--- config.mk ---
export PLATFORM = sky130hd
export DESIGN_NAME = strap_pin_mode_decoder
export DESIGN_NICKNAME = d
export VERILOG_FILES = /design/src/design/strap_pkg.sv /design/src/design/tri_level_sync.sv /design/src/design/pin_edge_sync.sv /design/src/design/strap_pin_mode_decoder.sv
export VERILOG_INCLUDE_DIRS = /design/src /design/src/design
export SDC_FILE = /design/constraint.sdc
export NUM_CORES = 1
export LEC_CHECK = 0
export ABC_AREA = 1
export BUFFER_PORTS_ARGS = -buffer_cell sky130_fd_sc_hd__buf_2
export CAP_MARGIN = 30
export CORE_ASPECT_RATIO = 0.9
export CORE_MARGIN = 8
export CORE_UTILIZATION = 35
export CTS_BUF_LIST = sky130_fd_sc_hd__clkbuf_16
export CTS_CLUSTER_DIAMETER = 50
export DETAILED_ROUTE_END_ITERATION = 6
export PLACE_DENSITY = 0.56
export SLEW_MARGIN = 20
export SYNTH_ARGS = -nofsm -noshare
export SYNTH_HDL_FRONTEND = slang
export SYNTH_SLANG_ARGS = --single-unit
export TNS_END_PERCENT = 10
--- constraint.sdc ---
create_clock -name sys_clk_in -period 2.4 [get_ports sys_clk_in]
set_input_delay 0.72 -clock sys_clk_in [delete_from_list [all_inputs] [get_ports sys_clk_in]]
set_output_delay 0.72 -clock sys_clk_in [all_outputs]
set_load 0.02 [all_outputs]
--- src/design/strap_defs.svh ---
`ifndef STRAP_DEFS_SVH
`define STRAP_DEFS_SVH

// Comparator pair layout: bit 1 above the high threshold, bit 0 below the low one
`define CMP_HI_BIT        1
`define CMP_LO_BIT        0
`define CMP_CODE_HIGH     2'b10
`define CMP_CODE_LOW      2'b01
`define CMP_CODE_MID      2'b00
`define CMP_CODE_BAD      2'b11

// Reset values of the synchroniser stages and pin levels
`define CMP_RST           2'b00
`define PIN_RST           1'b0

// Power-up calibration delay, in input clock cycles
`define CAL_CNT_W         24
`define CAL_DLY_SHORT_DEF 24'h00_0400
`define CAL_DLY_LONG_DEF  24'h01_0000
`define CAL_CNT_RST       24'h00_0000
`define CAL_CNT_ONE       24'h00_0001

`endif

--- src/design/strap_pkg.sv ---
`include "strap_defs.svh"
`default_nettype none

package strap_pkg;

   typedef enum logic [1:0] {
      LVL_LOW,
      LVL_HIGH,
      LVL_MID
   } level_e;

   typedef enum logic [1:0] {
      CAL_WAIT,
      CAL_DONE
   } cal_state_e;

   typedef struct packed {
      logic [1:0] s1;
      logic [1:0] s2;
      logic [1:0] s3;
      level_e     lvl;
      logic       chg;
   } tri_sync_s;

   typedef struct packed {
      logic s1;
      logic s2;
      logic s3;
      logic lvl;
      logic rise;
      logic fall;
   } edge_sync_s;

   // Maps a settled comparator pair to a pin level; the illegal code is never passed in
   function automatic level_e cmp_to_level(input logic [1:0] code);
      level_e lvl;
      lvl = LVL_MID;
      if (code == `CMP_CODE_HIGH) begin
         lvl = LVL_HIGH;
      end else if (code == `CMP_CODE_LOW) begin
         lvl = LVL_LOW;
      end
      return lvl;
   endfunction

endpackage

`default_nettype wire

--- src/design/tri_level_sync.sv ---
`include "strap_defs.svh"
`default_nettype none

module tri_level_sync
   import strap_pkg::*;
(
   // Clock and reset
   input  wire logic       sys_clk_in,
   input  wire logic       srst_in,
   // Threshold comparators of the pin
   input  wire logic       cmp_hi_in,
   input  wire logic       cmp_lo_in,
   // Settled level
   output level_e          level_out,
   output logic            changed_out
);

   localparam tri_sync_s RST_ST = '{s1: `CMP_RST, s2: `CMP_RST, s3: `CMP_RST,
                                    lvl: LVL_MID, chg: 1'b0};

   tri_sync_s st_ff;
   tri_sync_s nxt_st;

   always_comb begin
      nxt_st     = st_ff;
      nxt_st.s1  = {cmp_hi_in, cmp_lo_in};
      nxt_st.s2  = st_ff.s1;
      nxt_st.s3  = st_ff.s2;
      nxt_st.chg = 1'b0;
      // Both thresholds at once is a glitch mid-transition; hold the old level
      if ((st_ff.s2 == st_ff.s3) && (st_ff.s3 != `CMP_CODE_BAD)) begin
         nxt_st.lvl = cmp_to_level(st_ff.s3);
         nxt_st.chg = (cmp_to_level(st_ff.s3) != st_ff.lvl);
      end
   end

   always_ff @(posedge sys_clk_in) begin
      if (srst_in) begin
         st_ff <= RST_ST;
      end else begin
         st_ff <= nxt_st;
      end
   end

   assign level_out   = st_ff.lvl;
   assign changed_out = st_ff.chg;

endmodule // tri_level_sync

`default_nettype wire

--- src/design/pin_edge_sync.sv ---
`include "strap_defs.svh"
`default_nettype none

module pin_edge_sync
   import strap_pkg::*;
(
   // Clock and reset
   input  wire logic       sys_clk_in,
   input  wire logic       srst_in,
   // Asynchronous pin
   input  wire logic       pin_in,
   // Settled level and edge pulses
   output logic            level_out,
   output logic            rise_out,
   output logic            fall_out
);

   localparam edge_sync_s RST_ST = '{s1: `PIN_RST, s2: `PIN_RST, s3: `PIN_RST,
                                     lvl: `PIN_RST, rise: 1'b0, fall: 1'b0};

   edge_sync_s st_ff;
   edge_sync_s nxt_st;

   always_comb begin
      nxt_st      = st_ff;
      nxt_st.s1   = pin_in;
      nxt_st.s2   = st_ff.s1;
      nxt_st.s3   = st_ff.s2;
      nxt_st.rise = 1'b0;
      nxt_st.fall = 1'b0;
      if (st_ff.s2 == st_ff.s3) begin
         nxt_st.lvl  = st_ff.s3;
         nxt_st.rise = st_ff.s3 & ~st_ff.lvl;
         nxt_st.fall = ~st_ff.s3 & st_ff.lvl;
      end
   end

   always_ff @(posedge sys_clk_in) begin
      if (srst_in) begin
         st_ff <= RST_ST;
      end else begin
         st_ff <= nxt_st;
      end
   end

   assign level_out = st_ff.lvl;
   assign rise_out  = st_ff.rise;
   assign fall_out  = st_ff.fall;

endmodule // pin_edge_sync

`default_nettype wire

--- src/design/strap_pin_mode_decoder.sv ---
`include "strap_defs.svh"
`default_nettype none

module strap_pin_mode_decoder
   import strap_pkg::*;
#(
   parameter logic [`CAL_CNT_W-1:0] CAL_DLY_SHORT_CLKS = `CAL_DLY_SHORT_DEF,
   parameter logic [`CAL_CNT_W-1:0] CAL_DLY_LONG_CLKS  = `CAL_DLY_LONG_DEF
)
(
   // Clock and reset
   input  wire logic       sys_clk_in,
   input  wire logic       srst_in,

   // Range / alternate enable / negative reset leg pin comparators
   input  wire logic       range_cmp_hi_in,
   input  wire logic       range_cmp_lo_in,

   // Reset type select pin comparators
   input  wire logic       reset_sel_cmp_hi_in,
   input  wire logic       reset_sel_cmp_lo_in,

   // Dedicated extended control enable pin comparators
   input  wire logic       ext_en_cmp_hi_in,
   input  wire logic       ext_en_cmp_lo_in,

   // Calibration delay / dual edge / chip select pin comparators
   input  wire logic       cal_cmp_hi_in,
   input  wire logic       cal_cmp_lo_in,

   // Digital pins
   input  wire logic       sample_clk_pos_in,
   input  wire logic       out_clk_reset_pos_in,

   // Control mode
   output logic            ext_ctrl_mode_out,
   output logic            alt_ext_ctrl_enable_out,
   output logic            range_select_high_out,

   // Output clock reset
   output logic            diff_reset_mode_out,
   output logic            out_clk_reset_neg_out,
   output logic            out_clk_reset_out,

   // Calibration delay and sampling
   output logic            cal_delay_long_out,
   output logic            cal_start_out,
   output logic            cal_pending_out,
   output logic            dual_edge_mode_out,
   output logic            i_sample_strobe_out,
   output logic            q_sample_strobe_out,

   // Serial interface and status
   output logic            serial_chip_select_out,
   output logic            mode_change_out
);

   typedef struct packed {
      logic                  ext_mode;
      logic                  alt_en;
      logic                  range_high;
      logic                  diff_reset;
      logic                  reset_neg;
      logic                  reset_pulse;
      logic                  cal_long;
      logic                  cal_start;
      cal_state_e            cal_state;
      logic                  cal_pend;
      logic [`CAL_CNT_W-1:0] cal_cnt;
      logic                  dual_edge;
      logic                  i_strobe;
      logic                  q_strobe;
      logic                  serial_cs;
      logic                  mode_chg;
   } decode_s;

   // Reset shows pin control, higher range, chip select idle, calibration waiting
   localparam decode_s RST_ST = '{
      ext_mode:    1'b0,
      alt_en:      1'b0,
      range_high:  1'b1,
      diff_reset:  1'b0,
      reset_neg:   1'b0,
      reset_pulse: 1'b0,
      cal_long:    1'b0,
      cal_start:   1'b0,
      cal_state:   CAL_WAIT,
      cal_pend:    1'b1,
      cal_cnt:     `CAL_CNT_RST,
      dual_edge:   1'b0,
      i_strobe:    1'b0,
      q_strobe:    1'b0,
      serial_cs:   1'b1,
      mode_chg:    1'b0
   };

   decode_s st_ff;
   decode_s nxt_st;

   level_e  range_lvl;
   level_e  reset_sel_lvl;
   level_e  ext_en_lvl;
   level_e  cal_lvl;
   logic    range_chg;
   logic    reset_sel_chg;
   logic    ext_en_chg;
   logic    cal_chg;
   logic    clk_pos_rise;
   logic    clk_pos_fall;
   logic    reset_pos_lvl;

   // Three-level strap inputs
   tri_level_sync u_range_sync (
      .sys_clk_in  (sys_clk_in),
      .srst_in     (srst_in),
      .cmp_hi_in   (range_cmp_hi_in),
      .cmp_lo_in   (range_cmp_lo_in),
      .level_out   (range_lvl),
      .changed_out (range_chg)
   );

   tri_level_sync u_reset_sel_sync (
      .sys_clk_in  (sys_clk_in),
      .srst_in     (srst_in),
      .cmp_hi_in   (reset_sel_cmp_hi_in),
      .cmp_lo_in   (reset_sel_cmp_lo_in),
      .level_out   (reset_sel_lvl),
      .changed_out (reset_sel_chg)
   );

   tri_level_sync u_ext_en_sync (
      .sys_clk_in  (sys_clk_in),
      .srst_in     (srst_in),
      .cmp_hi_in   (ext_en_cmp_hi_in),
      .cmp_lo_in   (ext_en_cmp_lo_in),
      .level_out   (ext_en_lvl),
      .changed_out (ext_en_chg)
   );

   tri_level_sync u_cal_sync (
      .sys_clk_in  (sys_clk_in),
      .srst_in     (srst_in),
      .cmp_hi_in   (cal_cmp_hi_in),
      .cmp_lo_in   (cal_cmp_lo_in),
      .level_out   (cal_lvl),
      .changed_out (cal_chg)
   );

   // Two-level digital pins
   pin_edge_sync u_clk_pos_sync (
      .sys_clk_in (sys_clk_in),
      .srst_in    (srst_in),
      .pin_in     (sample_clk_pos_in),
      .level_out  (),
      .rise_out   (clk_pos_rise),
      .fall_out   (clk_pos_fall)
   );

   pin_edge_sync u_reset_pos_sync (
      .sys_clk_in (sys_clk_in),
      .srst_in    (srst_in),
      .pin_in     (out_clk_reset_pos_in),
      .level_out  (reset_pos_lvl),
      .rise_out   (),
      .fall_out   ()
   );

   always_comb begin
      logic                  range_pin_free;
      logic                  alt_en;
      logic                  ext_mode;
      logic                  diff_reset;
      logic                  neg_high;
      logic                  cal_long;
      logic [`CAL_CNT_W-1:0] cal_target;

      range_pin_free = 1'b0;
      alt_en         = 1'b0;
      ext_mode       = 1'b0;
      diff_reset     = 1'b0;
      neg_high       = 1'b0;
      cal_long       = 1'b0;
      cal_target     = CAL_DLY_SHORT_CLKS;
      nxt_st         = st_ff;

      diff_reset     = (reset_sel_lvl == LVL_LOW);
      range_pin_free = !diff_reset && (ext_en_lvl == LVL_MID);
      alt_en         = range_pin_free && (range_lvl == LVL_MID);

      // Dedicated pin decides whenever it is driven
      unique case (ext_en_lvl)
         LVL_LOW:  ext_mode = 1'b1;
         LVL_HIGH: ext_mode = 1'b0;
         LVL_MID:  ext_mode = alt_en;
      endcase

      nxt_st.ext_mode   = ext_mode;
      nxt_st.alt_en     = alt_en;
      nxt_st.diff_reset = diff_reset;
      // Only an eligible low reduces the range; every other case keeps the higher one
      nxt_st.range_high = !(range_pin_free && (range_lvl == LVL_LOW));

      // Negative leg only means something in differential reset mode
      neg_high           = diff_reset && (range_lvl == LVL_HIGH);
      nxt_st.reset_neg   = neg_high;
      if (diff_reset) begin
         nxt_st.reset_pulse = reset_pos_lvl && (range_lvl == LVL_LOW);
      end else begin
         nxt_st.reset_pulse = reset_pos_lvl;
      end

      // Calibration pin function follows the control mode
      if (ext_mode) begin
         cal_long         = 1'b0;
         nxt_st.dual_edge = 1'b0;
         nxt_st.serial_cs = (cal_lvl == LVL_HIGH);
      end else begin
         cal_long         = (cal_lvl == LVL_HIGH);
         nxt_st.dual_edge = (cal_lvl == LVL_MID);
         nxt_st.serial_cs = 1'b1;
      end
      nxt_st.cal_long = cal_long;

      // Dual-edge mode takes I on both clock edges and drops Q
      nxt_st.i_strobe = clk_pos_fall || (st_ff.dual_edge && clk_pos_rise);
      nxt_st.q_strobe = clk_pos_fall && !st_ff.dual_edge;

      // Power-up delay counts input clock cycles; a strap change mid-count retargets it
      cal_target       = cal_long ? CAL_DLY_LONG_CLKS : CAL_DLY_SHORT_CLKS;
      nxt_st.cal_start = 1'b0;
      unique case (st_ff.cal_state)
         CAL_WAIT: begin
            if (clk_pos_fall) begin
               if (st_ff.cal_cnt + `CAL_CNT_ONE >= cal_target) begin
                  nxt_st.cal_start = 1'b1;
                  nxt_st.cal_state = CAL_DONE;
                  nxt_st.cal_pend  = 1'b0;
               end else begin
                  nxt_st.cal_cnt = st_ff.cal_cnt + `CAL_CNT_ONE;
               end
            end
         end
         CAL_DONE: begin
            nxt_st.cal_cnt = st_ff.cal_cnt;
         end
         default: begin
            nxt_st.cal_state = CAL_WAIT;
         end
      endcase

      // Decode also moves just after reset, with no strap change behind it
      nxt_st.mode_chg = range_chg || reset_sel_chg || ext_en_chg || cal_chg
                        || (nxt_st.ext_mode != st_ff.ext_mode)
                        || (nxt_st.alt_en != st_ff.alt_en)
                        || (nxt_st.diff_reset != st_ff.diff_reset)
                        || (nxt_st.dual_edge != st_ff.dual_edge)
                        || (nxt_st.range_high != st_ff.range_high);
   end

   always_ff @(posedge sys_clk_in) begin
      if (srst_in) begin
         st_ff <= RST_ST;
      end else begin
         st_ff <= nxt_st;
      end
   end

   assign ext_ctrl_mode_out       = st_ff.ext_mode;
   assign alt_ext_ctrl_enable_out = st_ff.alt_en;
   assign range_select_high_out   = st_ff.range_high;
   assign diff_reset_mode_out     = st_ff.diff_reset;
   assign out_clk_reset_neg_out   = st_ff.reset_neg;
   assign out_clk_reset_out       = st_ff.reset_pulse;
   assign cal_delay_long_out      = st_ff.cal_long;
   assign cal_start_out           = st_ff.cal_start;
   assign cal_pending_out         = st_ff.cal_pend;
   assign dual_edge_mode_out      = st_ff.dual_edge;
   assign i_sample_strobe_out     = st_ff.i_strobe;
   assign q_sample_strobe_out     = st_ff.q_strobe;
   assign serial_chip_select_out  = st_ff.serial_cs;
   assign mode_change_out         = st_ff.mode_chg;

endmodule // strap_pin_mode_decoder

`default_nettype wire

* Word level (Yosys, flattened, before mapping)
Index checks and enable logic that the tools add are counted.
Storage, ports and cells: logic and storage cells 156, flip-flop bits (word level) 86
Operators by class: multiplexer cells 21, bitwise gates (word level) 14, equality and inequality tests 36, $add $sub $neg 1, reductions and logical operators 37, $lt $le $gt $ge 1
Operators by type and width (number):
- $mux W27 | 1
- $add A24 B1 Y24 const B | 1
- $ge A24 B17 Y1 | 1
- $mux W2 | 12
- $mux W24 | 1
- $mux W17 | 1
- $eq A2 B1 Y1 const B | 8
- $eq A2 B2 Y1 const B | 7
- $not A1 Y1 | 12
- $reduce_or A2 Y1 | 6
- $logic_and A1 B1 Y1 | 11
- $ne A2 B2 Y1 const B | 5
- $logic_or A1 B1 Y1 | 9
- $reduce_and A3 Y1 | 3
- $eq A2 B2 Y1 | 4
- $logic_not A2 Y1 | 4
- $ne A2 B2 Y1 | 4
- $ne A1 B1 Y1 | 5
- $mux W4 | 1
- $pmux W2 S2 | 1
- $logic_not A1 Y1 | 3
- $mux W1 | 3
- $pmux W1 S3 | 1
- $reduce_or A3 Y1 | 1
- other kinds (3) | 5

* Depth between registers and ports, before layout
Gate-level depths: netlist of run 1.
word-level depth 11, depth in mapped cells 19, depth with buffers taken out 18

* Cells and area by module
From an unflattened synthesis of run 1, not the netlist that was laid out.
Unflattened totals: cells, all modules 623, area, all modules 4291.6 µm²
By module, submodules not included:
- strap_pin_mode_decoder | cells an instance 379, instances 1, sequential area each 780.7 µm², area an instance 2377.3 µm²
- tri_level_sync | cells an instance 50, instances 4, sequential area each 180.2 µm², area an instance 386.6 µm²
- pin_edge_sync | cells an instance 22, instances 2, sequential area each 120.1 µm², area an instance 183.9 µm²

* Worst setup path after synthesis of run 1
OpenSTA, ideal clock, no wires.
path kind register -> register, start point reg st_ff[5] in the netlist's numbering, end point reg st_ff[15] in the netlist's numbering, setup slack -0.003 ns, arrival 2.293 ns, period minus slack after synthesis 2.403 ns, stages on the path, launching flop included 16, cells stage by stage dfxtp_1 -> ha_1 -> nand3_1 -> nor2_2 -> inv_2 -> nor2_2 -> nand3_1 -> xor2_1 -> inv_1 -> ha_1 -> a21boi_0 -> nand2_1 -> clkbuf_1 -> nand4_1 -> nand2_1 -> nor2_1
Between the ends: cells in the longest elaborated chain, start to end 4
Ends and longest elaborated chain:
- start, declared | line strap_pin_mode_decoder.sv:97 | decode_s st_ff;
- start signal, assigned | line strap_pin_mode_decoder.sv:264 | st_ff <= nxt_st;
- $add A24 B1 Y24 (no source line) *
- $ge A24 B17 Y1 | line strap_pin_mode_decoder.sv:234 | if (st_ff.cal_cnt + `CAL_CNT_ONE >= cal_target) begin
- $not A1 Y1 (no source line)
- $reduce_and A3 Y1 (no source line)
Mark *: on every way between the ends. The rest lies on a longest branch, timed or not. A chain may end at the register's enable or synchronous reset.

* Worst setup path in the final report of run 1
start point reg st_ff[5] in the netlist's numbering, end point reg st_ff[16] in the netlist's numbering
Same word-level chain as after synthesis.

==> reports/results.ini, run 1 <==
[route]
routed.top_layer=met4
wl_per_cell_um=10.89
drtPass1Iterations=6
vias=3485
remaining_drc_errors=0
wl_met2_mm=3.917
wl_met3_um=448
totalWireLength_mm=8.384
met1_length_mm=3.901
ant_nets=0
via_per_inst=4.526
drt_iter0_drc=178

[min_path]
hold_class=reg2reg

[place]
pre_cts_ws_ns=-0.02154
postPlaceCellArea_mm2=0.004367
dpl.hpwl_mm=5.755
gp_congestion=0.8765
io_buffers=25

[global_route]
grt_pass1_wl_mm=14.16
grt_antenna_before_repair=0
first_global_vias=3143
grt_max_degree=43
track_usage_pct=11.80
grt-ovfl-total=0

[sta]
finalWorstSetupSlack_ns=0.02604
min_period_over_period_pct=98.91
worst_pin_slew_ns=0.3813
slew_headroom_pct=74.58
clock.fmax_ghz=0.4212
hold_viol=0
setup_viol=0
fin_worst_skew_ns=0.007509
rsz0062_at_grt=true
post-route-min-period_ns=2.374
setup-tns-final_ns=0
slew_viol_final=0

[setup_path]
worst-endpoint-required_ns=2.63
critPathLaunch=st_ff[5]$_SDFFE_PP0P_
cp-start-kind=register
cp.depth=16
critical_path.max_fanout=15
regToRegStartpoint=st_ff[5]$_SDFFE_PP0P_
cp-endpoint=st_ff[16]$_SDFFE_PP0P_
cpLargestDelayFamily=simple AND/OR/NAND/NOR gates
path_buf_inv=1
crit_chain=ha_4, nand3_4, nor2_4, nand2_2, xor2_2, ha_1, and3_1, nand2_1, nor2_1, nand2_1, nand3_1, nand2_2, nand3_4, buf_16, nor2_1, nor2_1
worstPathArrival_ns=2.61
crit_path_max_incr_delay_ns=0.36
r2r-end=st_ff[16]$_SDFFE_PP0P_
reg2reg_slack_ns=0.03
path_common_cell=nor2_1
slowest_stage=dfxtp_2
timing_worst_setup_path_type=reg2reg
ff2ff_path_depth=16
worst_setup_path_end_kind=register

[finish]
fill_cells=1109
area_growth_pct=25.27
ff_latch_area_mm2=0.001708
drive_gt1_share_pct=19.09
final_cell_area_mm2=0.004925
nNetsFinal=637
n_antenna_cell=0
layout_common_cells=nand2_1, nor2_1, inv_1
multi_input_area_mm2=0.001924
final_common_cell=nand2_1

[pwr]
p_leak_nw=2.300
powerDensity_mw_per_mm2=652.6
vdd_drop_max_uv=314.5

[floorplanning]
rows=36
initial_utilization_pct=36.07
dieArea_mm2=0.01488
core_mm2=0.01090
dieWidth_um=127.7
fp.dieH_um=116.5
num_io_pins=26

[synthesis]
ys_types=31
avgSynthCellArea_um2=7.045
syn-num-nets=582
ys_seq_elements=85
syn_inst=558
syn_area_mm2=0.003931
synth-seq-area-share_pct=43.28
yosysWarnings=0

[cts]
clk_pin_slew_worst_paths_ns=0.07
ctsRootBufferMaster=clkbuf_16
h-tree-depth=3
cts_buffer_depth=2
cts_tree=built
cts_buffers=9
cts_sinks=85
clkLatencyLatePin_ns=0.34
holdBufCountCts=0

[flow_run]
cap_viol_max_count=0

[outcome]
status=finished, final reports clean

tightest hold or removal path, stage by stage, from the launching register on:
cell and delay [ns]:
dfxtp_1 0.30, inv_1 0.04, nor2_1 0.03
state kept, by name, indices dropped and copies added, names as in the netlist, 4 cells and up:
register,flops
st_ff,25
u_reset_sel_sync.nxt_st,4
u_cal_sync.nxt_st,4
u_range_sync.nxt_st,4
u_ext_en_sync.nxt_st,4
where the power goes:
group | internal (W) | leakage, nW | switching (W)
Combinational | 0.000112 | 1.45 | 0.000152
Sequential | 0.00146 | 0.696 | 0.0000316
Clock | 0.000833 | 0.151 | 0.000622
cells in the mapped netlist, drive strengths merged:
cell | n | area share [%]
a211oi | 4 | 0.76
a21boi | 1 | 0.19
a21oi | 7 | 0.89
and2 | 1 | 0.16
and3 | 1 | 0.16
buf | 5 | 0.92
clkbuf | 9 | 0.86
clkinv | 1 | 0.095
dfxtp | 85 | 43
ha | 12 | 3.8
inv | 92 | 8.8
nand2 | 134 | 13
nand3 | 30 | 3.9
nand3b | 6 | 1.1
nand4 | 14 | 2.2
nor2 | 112 | 12
nor3 | 4 | 0.51
nor4 | 2 | 0.32
o211ai | 1 | 0.19
o21ai | 13 | 1.7
o31ai | 1 | 0.19
xnor2 | 14 | 3.1
xor2 | 9 | 2.0
cell type report:
cell class	instances	area share (%)
flip-flops and latches	85	34.68
inverters	93	7.088
well taps	152	3.862
clock inverters	7	1.753
clock buffers	9	4.573
repair buffers	58	8.969
multi-input cells	366	39.08
what timing repair did:
item,CTS,global route
resized for setup,13,27
setup buffers,6,3
endpoints found under the hold margin,0,0
pin swaps,3,23
gates cloned,2,0
setup endpoints to repair,19,27
layer usage:
layer | vias to the layer above | global-route usage, %
met2 | 81 | 20.21
li1 | 1803 | -
met5 | - | 0
met3 | 12 | 3.058
met4 | 0 | 4.430
met1 | 1589 | 13.99
how the worst min path moves through the flow:
stage               cells after the start  slack [ns]                                   from                                    end
finish                                  2        0.40    u_clk_pos_sync.nxt_st[4]$_SDFF_PP0_    u_clk_pos_sync.nxt_st[3]$_SDFF_PP0_
global route                            2        0.41     u_ext_en_sync.nxt_st[5]$_SDFF_PP0_     u_ext_en_sync.nxt_st[3]$_SDFF_PP0_
CTS                                     2        0.40    u_clk_pos_sync.nxt_st[4]$_SDFF_PP0_    u_clk_pos_sync.nxt_st[3]$_SDFF_PP0_
detailed placement                      2        0.39    u_clk_pos_sync.nxt_st[4]$_SDFF_PP0_    u_clk_pos_sync.nxt_st[3]$_SDFF_PP0_
global placement                        2        0.39  u_reset_sel_sync.nxt_st[6]$_SDFF_PP0_  u_reset_sel_sync.nxt_st[4]$_SDFF_PP0_
floorplan                               2        0.39        u_cal_sync.nxt_st[5]$_SDFF_PP0_        u_cal_sync.nxt_st[3]$_SDFF_PP0_
through the flow:
stage                     total power, W  hold WS, ns  util, %  cells
after global placement          0.001783       0.3902    40.06    743
after global routing            0.003355       0.4125    45.18    770
after CTS                       0.003263       0.4016    44.21    767
after floorplan                 0.001696       0.3883        -    558
after detailed placement        0.001789       0.3920    40.06    743
final                           0.003214       0.4003    45.18    770
logic make-up after synthesis:
logic type | Yosys count | synth area share, %
simple gates | 304 | 33.23
buf+inv | 107 | 10.66
flops | 85 | 43.28
compound gates | 27 | 3.883
xor+xnor | 23 | 5.124
fa+ha+maj | 12 | 3.819
Power figures use the tool's default switching activity.
==> inputs of run 2 (changes only) <==
--- a/config.mk
+++ b/config.mk
@@ -9,13 +9,14 @@
 export ABC_AREA = 1
 export BUFFER_PORTS_ARGS = -buffer_cell sky130_fd_sc_hd__buf_2
 export CAP_MARGIN = 30
-export CORE_ASPECT_RATIO = 0.9
+export CORE_ASPECT_RATIO = 1.2
 export CORE_MARGIN = 8
 export CORE_UTILIZATION = 35
 export CTS_BUF_LIST = sky130_fd_sc_hd__clkbuf_16
 export CTS_CLUSTER_DIAMETER = 50
 export DETAILED_ROUTE_END_ITERATION = 6
 export PLACE_DENSITY = 0.56
+export SETUP_SLACK_MARGIN = 0.2
 export SLEW_MARGIN = 20
 export SYNTH_ARGS = -nofsm -noshare
 export SYNTH_HDL_FRONTEND = slang
==> run 2 against run 1 <==
Net effect:
- clock skew is 0.0028 ns higher
- register-to-register slack worse by 0.02 ns
- utilization hardly changed
- clock-buffer cell count is 1 higher
==> reports/results.ini, run 2 (same netlist as run 1, synthesis figures left out) <==
[setup_path]
cp-endpoint=st_ff[5]$_SDFFE_PP0P_
worst_setup_path_end_kind=register
worst-endpoint-required_ns=2.62
worstPathArrival_ns=2.62
r2r-end=st_ff[5]$_SDFFE_PP0P_
timing_worst_setup_path_type=reg2reg
path_buf_inv=4
slowest_stage=dfxtp_4
cp.depth=17
crit_path_max_incr_delay_ns=0.36
critPathLaunch=st_ff[5]$_SDFFE_PP0P_
critical_path.max_fanout=6
regToRegStartpoint=st_ff[5]$_SDFFE_PP0P_
cp-start-kind=register
crit_chain=ha_4, nand3_4, nor2_4, inv_2, nor2_4, nand3_2, xor2_2, inv_2, ha_4, a21boi_2, nand2_2, nand3_4, buf_6, buf_16, nand2_2, nand2_1, nor2_1
cpLargestDelayFamily=simple AND/OR/NAND/NOR gates
ff2ff_path_depth=17
reg2reg_slack_ns=0.005

[floorplanning]
dieArea_mm2=0.01489
fp.dieH_um=132.1
rows=42
core_mm2=0.01098
dieWidth_um=112.7
num_io_pins=26
initial_utilization_pct=35.79

[sta]
post-route-min-period_ns=2.395
hold_viol=0
worst_pin_slew_ns=0.3956
clock.fmax_ghz=0.4175
slew_viol_final=0
setup_viol=0
min_period_over_period_pct=99.80
slew_headroom_pct=73.62
rsz0062_at_grt=true
fin_worst_skew_ns=0.01030

[cts]
ctsRootBufferMaster=clkbuf_16
clkLatencyLatePin_ns=0.34
clk_pin_slew_worst_paths_ns=0.06
h-tree-depth=3
cts_buffers=9
cts_sinks=85
cts_buffer_depth=2
cts_tree=built

[global_route]
grt_antenna_before_repair=0
grt-ovfl-total=0
grt_pass1_wl_mm=15.51
grt_max_degree=36
track_usage_pct=12.72
first_global_vias=3569

[finish]
multi_input_area_mm2=0.001977
n_antenna_cell=0
ff_latch_area_mm2=0.001714
fill_cells=1046
final_cells=749
final_common_cell=nand2_1
nNetsFinal=636
area_growth_pct=26.16
largest_register=st_ff
drive_gt1_share_pct=20.91
layout_common_cells=nand2_1, nor2_1, inv_1
largest_register_ffs=25
utilization_pct=45.16

[route]
ant_nets=0
drt_iter0_drc=149
remaining_drc_errors=0
wl_per_cell_um=11.96
totalWireLength_mm=8.961
vias=3438
via_per_inst=4.590
drtPass1Iterations=4

[outcome]
status=finished, final reports clean

[pwr]
powerDensity_mw_per_mm2=627.3
pwr-share-clk_pct=43.5
power.net_switching_w=0.0007723
p_int_w=0.002339
seq_power_share_pct=48.2
p_leak_nw=2.312
vdd_drop_max_uv=280.1
switching_share_pct=24.82
p_comb_share_pct=8.3

[min_path]
hold_class=reg2reg

[place]
dpl.hpwl_mm=6.096
gp_congestion=0.8298
dpl.cell_count=718
io_buffers=25

[flow_run]
cap_viol_max_count=0

[run 2: cell types whose count changed in the layout (fill, tap and decap cells not counted), moves of 3 or more]
cell	delta
nand2_1	-3
nor2_1	-5
nor2_2	+3
buf_6	+3
buf_4	-5
[run 2: final cells by class]
type | instances | share of cell area, %
Tap cell | 132 | 3.330
Clock buffer | 10 | 5.045
Inverter | 93 | 7.038
Multi-Input combinational cell | 366 | 39.86
Timing Repair Buffer | 57 | 9.284
Sequential cell | 85 | 34.56
Clock inverter | 6 | 0.8829
[run 2: worst min path at each step]
stage                     cells after the start                                     to                             startpoint
after floorplan                               2        u_cal_sync.nxt_st[3]$_SDFF_PP0_        u_cal_sync.nxt_st[5]$_SDFF_PP0_
after CTS                                     2  u_reset_sel_sync.nxt_st[3]$_SDFF_PP0_  u_reset_sel_sync.nxt_st[5]$_SDFF_PP0_
final                                         2        u_cal_sync.nxt_st[4]$_SDFF_PP0_        u_cal_sync.nxt_st[6]$_SDFF_PP0_
after detailed placement                      2  u_reset_sel_sync.nxt_st[3]$_SDFF_PP0_  u_reset_sel_sync.nxt_st[5]$_SDFF_PP0_
after global routing                          2  u_reset_sel_sync.nxt_st[3]$_SDFF_PP0_  u_reset_sel_sync.nxt_st[5]$_SDFF_PP0_
after global placement                        2  u_reset_pos_sync.nxt_st[3]$_SDFF_PP0_  u_reset_pos_sync.nxt_st[4]$_SDFF_PP0_
[run 2: worst register-to-register path, stage by stage (launching register included)]
cell	delay (ns)
dfxtp_4	0.36
ha_4	0.15
nand3_4	0.08
nor2_4	0.16
inv_2	0.06
nor2_4	0.10
nand3_2	0.10
xor2_2	0.19
inv_2	0.07
ha_4	0.25
a21boi_2	0.15
nand2_2	0.09
nand3_4	0.11
buf_6	0.14
buf_16	0.13
nand2_2	0.05
nand2_1	0.05
nor2_1	0.03
[run 2: per-layer routing]
layer  GRT usage, %  share of wire, %  up-vias
li1               -                 -     1808
met1          12.68                42     1574
met2          23.59                53       45
met3          3.575               3.7       11
met4          6.011               1.9        0
met5              0                 0        -
[run 2: what timing repair did]
action,CTS,global route
cloned,3,0
gates resized for setup,31,23
buffers inserted,10,2
setup endpoints to repair,27,27
pin swaps,13,18
hold buffers,0,0
[run 2: power by group through the flow]
stage / clock network, W / registers, W / logic (W)
6_report: 0.00135 / 0.00150 / 0.000258
5_1_grt: 0.00146 / 0.00150 / 0.000295
4_1_cts: 0.00140 / 0.00150 / 0.000259
3_5_place_dp: 0 / 0.00153 / 0.000253
3_3_place_gp: 0 / 0.00153 / 0.000248
2_1_floorplan: 0 / 0.00154 / 0.000156
[run 2: through the flow]
step	setup slack (ns)	total power [W]	TNS, ns	hold slack (ns)	area (um2)
finish	0.004768	0.003111	0	0.4007	4960
detailed placement	-0.05448	0.001784	-0.2940	0.3939	4333
global route	-0.1628	0.003265	-3.102	0.4121	4960
floorplan	0.1914	0.001698	0	0.3883	3980
CTS	0.06054	0.003158	0	0.4027	4886
global placement	0.003284	0.001778	0	0.3907	4333
==> inputs of run 3 (changes only) <==
--- a/config.mk
+++ b/config.mk
@@ -6,7 +6,6 @@
 export SDC_FILE = /design/constraint.sdc
 export NUM_CORES = 1
 export LEC_CHECK = 0
-export ABC_AREA = 1
 export BUFFER_PORTS_ARGS = -buffer_cell sky130_fd_sc_hd__buf_2
 export CAP_MARGIN = 30
 export CORE_ASPECT_RATIO = 1.2
==> run 3 against run 2 <==
Net effect:
- the flow now finishes with violations (setup timing)
- clock power decreased by 3%
- critical path type unchanged
- utilization grew 3.8 points
- critical path depth shrank 8
- via count fell by 6.9%
- sequential share of layout area down 1.3 points
==> reports/results.ini, run 3 <==
[pwr]
p_int_w=0.002329
seq_power_share_pct=48.1
p_comb_share_pct=9.4
pwr-share-clk_pct=42.5
switching_share_pct=24.41
p_leak_nw=2.211
vdd_drop_max_uv=323.8
power.net_switching_w=0.0007519
powerDensity_mw_per_mm2=598.4
power.total_w=0.003081

[sta]
hold_viol=0
clock.fmax_ghz=0.3451
worst_pin_slew_ns=0.5156
min_period_over_period_pct=120.7
finalWorstSetupSlack_ns=-0.4975
fin_worst_skew_ns=0.003644
slew_headroom_pct=65.36
rsz0062_at_grt=true
setup-tns-final_ns=-10.44
post-route-min-period_ns=2.898
slew_viol_final=0
setup_viol=27

[synthesis]
synth-edff-count=0
avgSynthCellArea_um2=9.595
syn_inst=395
ys_types=59
synthTopCellsByCount=dfxtp_1, nor2b_1, a21oi_1
netlist.area_leader.share_pct=44.90
syn_area_mm2=0.003790
yosys.area.top_type=dfxtp_1
syn-num-nets=419
ys_seq_elements=85
synth-seq-area-share_pct=44.90
yosys_most_used_dff=dfxtp_1
synthTopCellsByArea=dfxtp_1, nor2b_1, ha_1
yosysWarnings=0
async_flop_share_pct=0
synth_most_common_cell=dfxtp_1

[setup_path]
critPathLaunch=st_ff[10]$_SDFFE_PP0P_
timing_worst_setup_path_type=reg2reg
r2r-end=st_ff[11]$_SDFFE_PP0P_
worst-endpoint-required_ns=2.66
cp-start-kind=register
regToRegStartpoint=st_ff[10]$_SDFFE_PP0P_
ff2ff_path_depth=9
reg2reg_slack_ns=-0.50
critical_path.max_fanout=7
worstPathArrival_ns=3.16
worst_setup_path_end_kind=register

[cts]
cts_buffers=9
cts_buffer_depth=2
clk_pin_slew_worst_paths_ns=0.06
clkLatencyLatePin_ns=0.33
ctsRootBufferMaster=clkbuf_16
holdBufCountCts=0
cts_sinks=85
cts_tree=built
h-tree-depth=3

[floorplanning]
num_io_pins=26
rows=41
dieWidth_um=111.0
initial_utilization_pct=36.04
fp.dieH_um=130.0
core_mm2=0.01052
dieArea_mm2=0.01443

[place]
io_buffers=25
dpl.cell_count=594
gp_congestion=0.8344
postPlaceCellArea_mm2=0.004523
dpl.hpwl_mm=5.698

[min_path]
whs_path_depth=1
min_to=u_range_sync.nxt_st[3]$_SDFF_PP0_
hold_class=reg2reg
hp-start=u_range_sync.nxt_st[5]$_SDFF_PP0_

[finish]
largest_register=st_ff
n_antenna_cell=0
largest_register_ffs=25
area_growth_pct=35.85
final_cell_area_mm2=0.005149
nNetsFinal=517
final_cells=627
drive_gt1_share_pct=34.74
layout_common_cells=dfxtp_1, buf_4, nor2b_1

[outcome]
violations=setup timing
status=finished with violations

[route]
totalWireLength_mm=8.673
remaining_drc_errors=0
vias=3201
wl_per_cell_um=13.83
drt_iter0_drc=94
ant_nets=0
via_per_inst=5.105
drtPass1Iterations=4

[flow_run]
cap_viol_max_count=0

[global_route]
grt_antenna_before_repair=0
grt_max_degree=51
track_usage_pct=12.13
grt_pass1_wl_mm=14.63
first_global_vias=3187
grt-ovfl-total=0

-- run 3: cell types whose count changed after synthesis, sizes merged, moves of 7 or more --
cell / change
nand2: -120
nor2: -94
inv: -83
nor2b: +40
nand3: -19
a21oi: +18
or4: +14
o31ai: +13
buf: +11
nor3b: +10
nand4: -9
nor3: +8
mux2i: +7
-- run 3: worst max-delay path by stage --
stage	endpoint	slack, ns	depth (start not counted)
6_report	st_ff[11]$_SDFFE_PP0P_	-0.50	9
5_1_grt	st_ff[11]$_SDFFE_PP0P_	-0.60	9
4_1_cts	st_ff[11]$_SDFFE_PP0P_	-0.46	9
3_5_place_dp	st_ff[9]$_SDFFE_PP0P_	-0.68	10
3_3_place_gp	st_ff[11]$_SDFFE_PP0P_	-0.63	10
2_1_floorplan	st_ff[21]$_SDFFE_PP0P_	-0.61	12
-- run 3: area by class of cell --
cell class / instances / area (um2)
clock buffers: 9 / 225.2
clock inverters: 7 / 56.30
fillers: 968 / 5368
inverters: 9 / 33.78
multi-input cells: 279 / 2151
flip-flops and latches: 85 / 1714
well taps: 129 / 161.4
repair buffers: 109 / 807.0
-- run 3: power groups by stage --
stage          Clock (W)  Sequential, W  Combinational [W]
4_1_cts          0.00135        0.00148           0.000271
5_1_grt          0.00140        0.00149           0.000319
3_3_place_gp           0        0.00151           0.000226
6_report         0.00131        0.00148           0.000288
3_5_place_dp           0        0.00151           0.000230
2_1_floorplan          0        0.00153           0.000128
-- run 3: stage by stage --
stage | setup WS [ns] | hold WS, ns | utilization [%]
2_1_floorplan | -0.6113 | 0.4089 | -
3_3_place_gp | -0.6342 | 0.4157 | 43.01
3_5_place_dp | -0.6761 | 0.4204 | 43.01
4_1_cts | -0.4640 | 0.4364 | 47.76
5_1_grt | -0.5976 | 0.4565 | 48.96
6_report | -0.4975 | 0.4366 | 48.96
-- run 3: what timing repair did --
item | CTS | global route
cloned | 2 | 0
pin swaps | 11 | 7
endpoints found under the hold margin | 0 | 0
setup buffers | 13 | 2
gates resized for setup | 21 | 29
endpoints found under the setup margin | 27 | 28
-- run 3: cell families (layout without fill, tap and decap cells) --
kind of cell	count (synthesis)	in the layout	share of synthesized area (%)
simple gates	159	161	25.75
flops	85	85	44.90
compound gates	71	71	12.71
buf+inv	33	134	4.291
xor+xnor	27	27	6.240
fa+ha+maj	12	12	3.962
mux	8	8	2.146
-- run 3: critical path, cell delays in order, from the launching register on --
cell and delay (ns):
dfxtp_2 0.35, nand4_4 0.12, nor4_4 0.31, or2b_1 0.29, xnor2_1 0.14, ha_2 0.20, a31o_4 0.23, or4b_4 0.55
or4_4 0.51, a21oi_2 0.13
-- run 3: per-layer routing --
layer	global-route usage, %	routed length [um]	up-vias
met4	4.777	64	0
met3	3.076	250	7
met5	0	0	-
met2	21.98	4552	50
met1	13.34	3805	1536
li1	-	-	1608
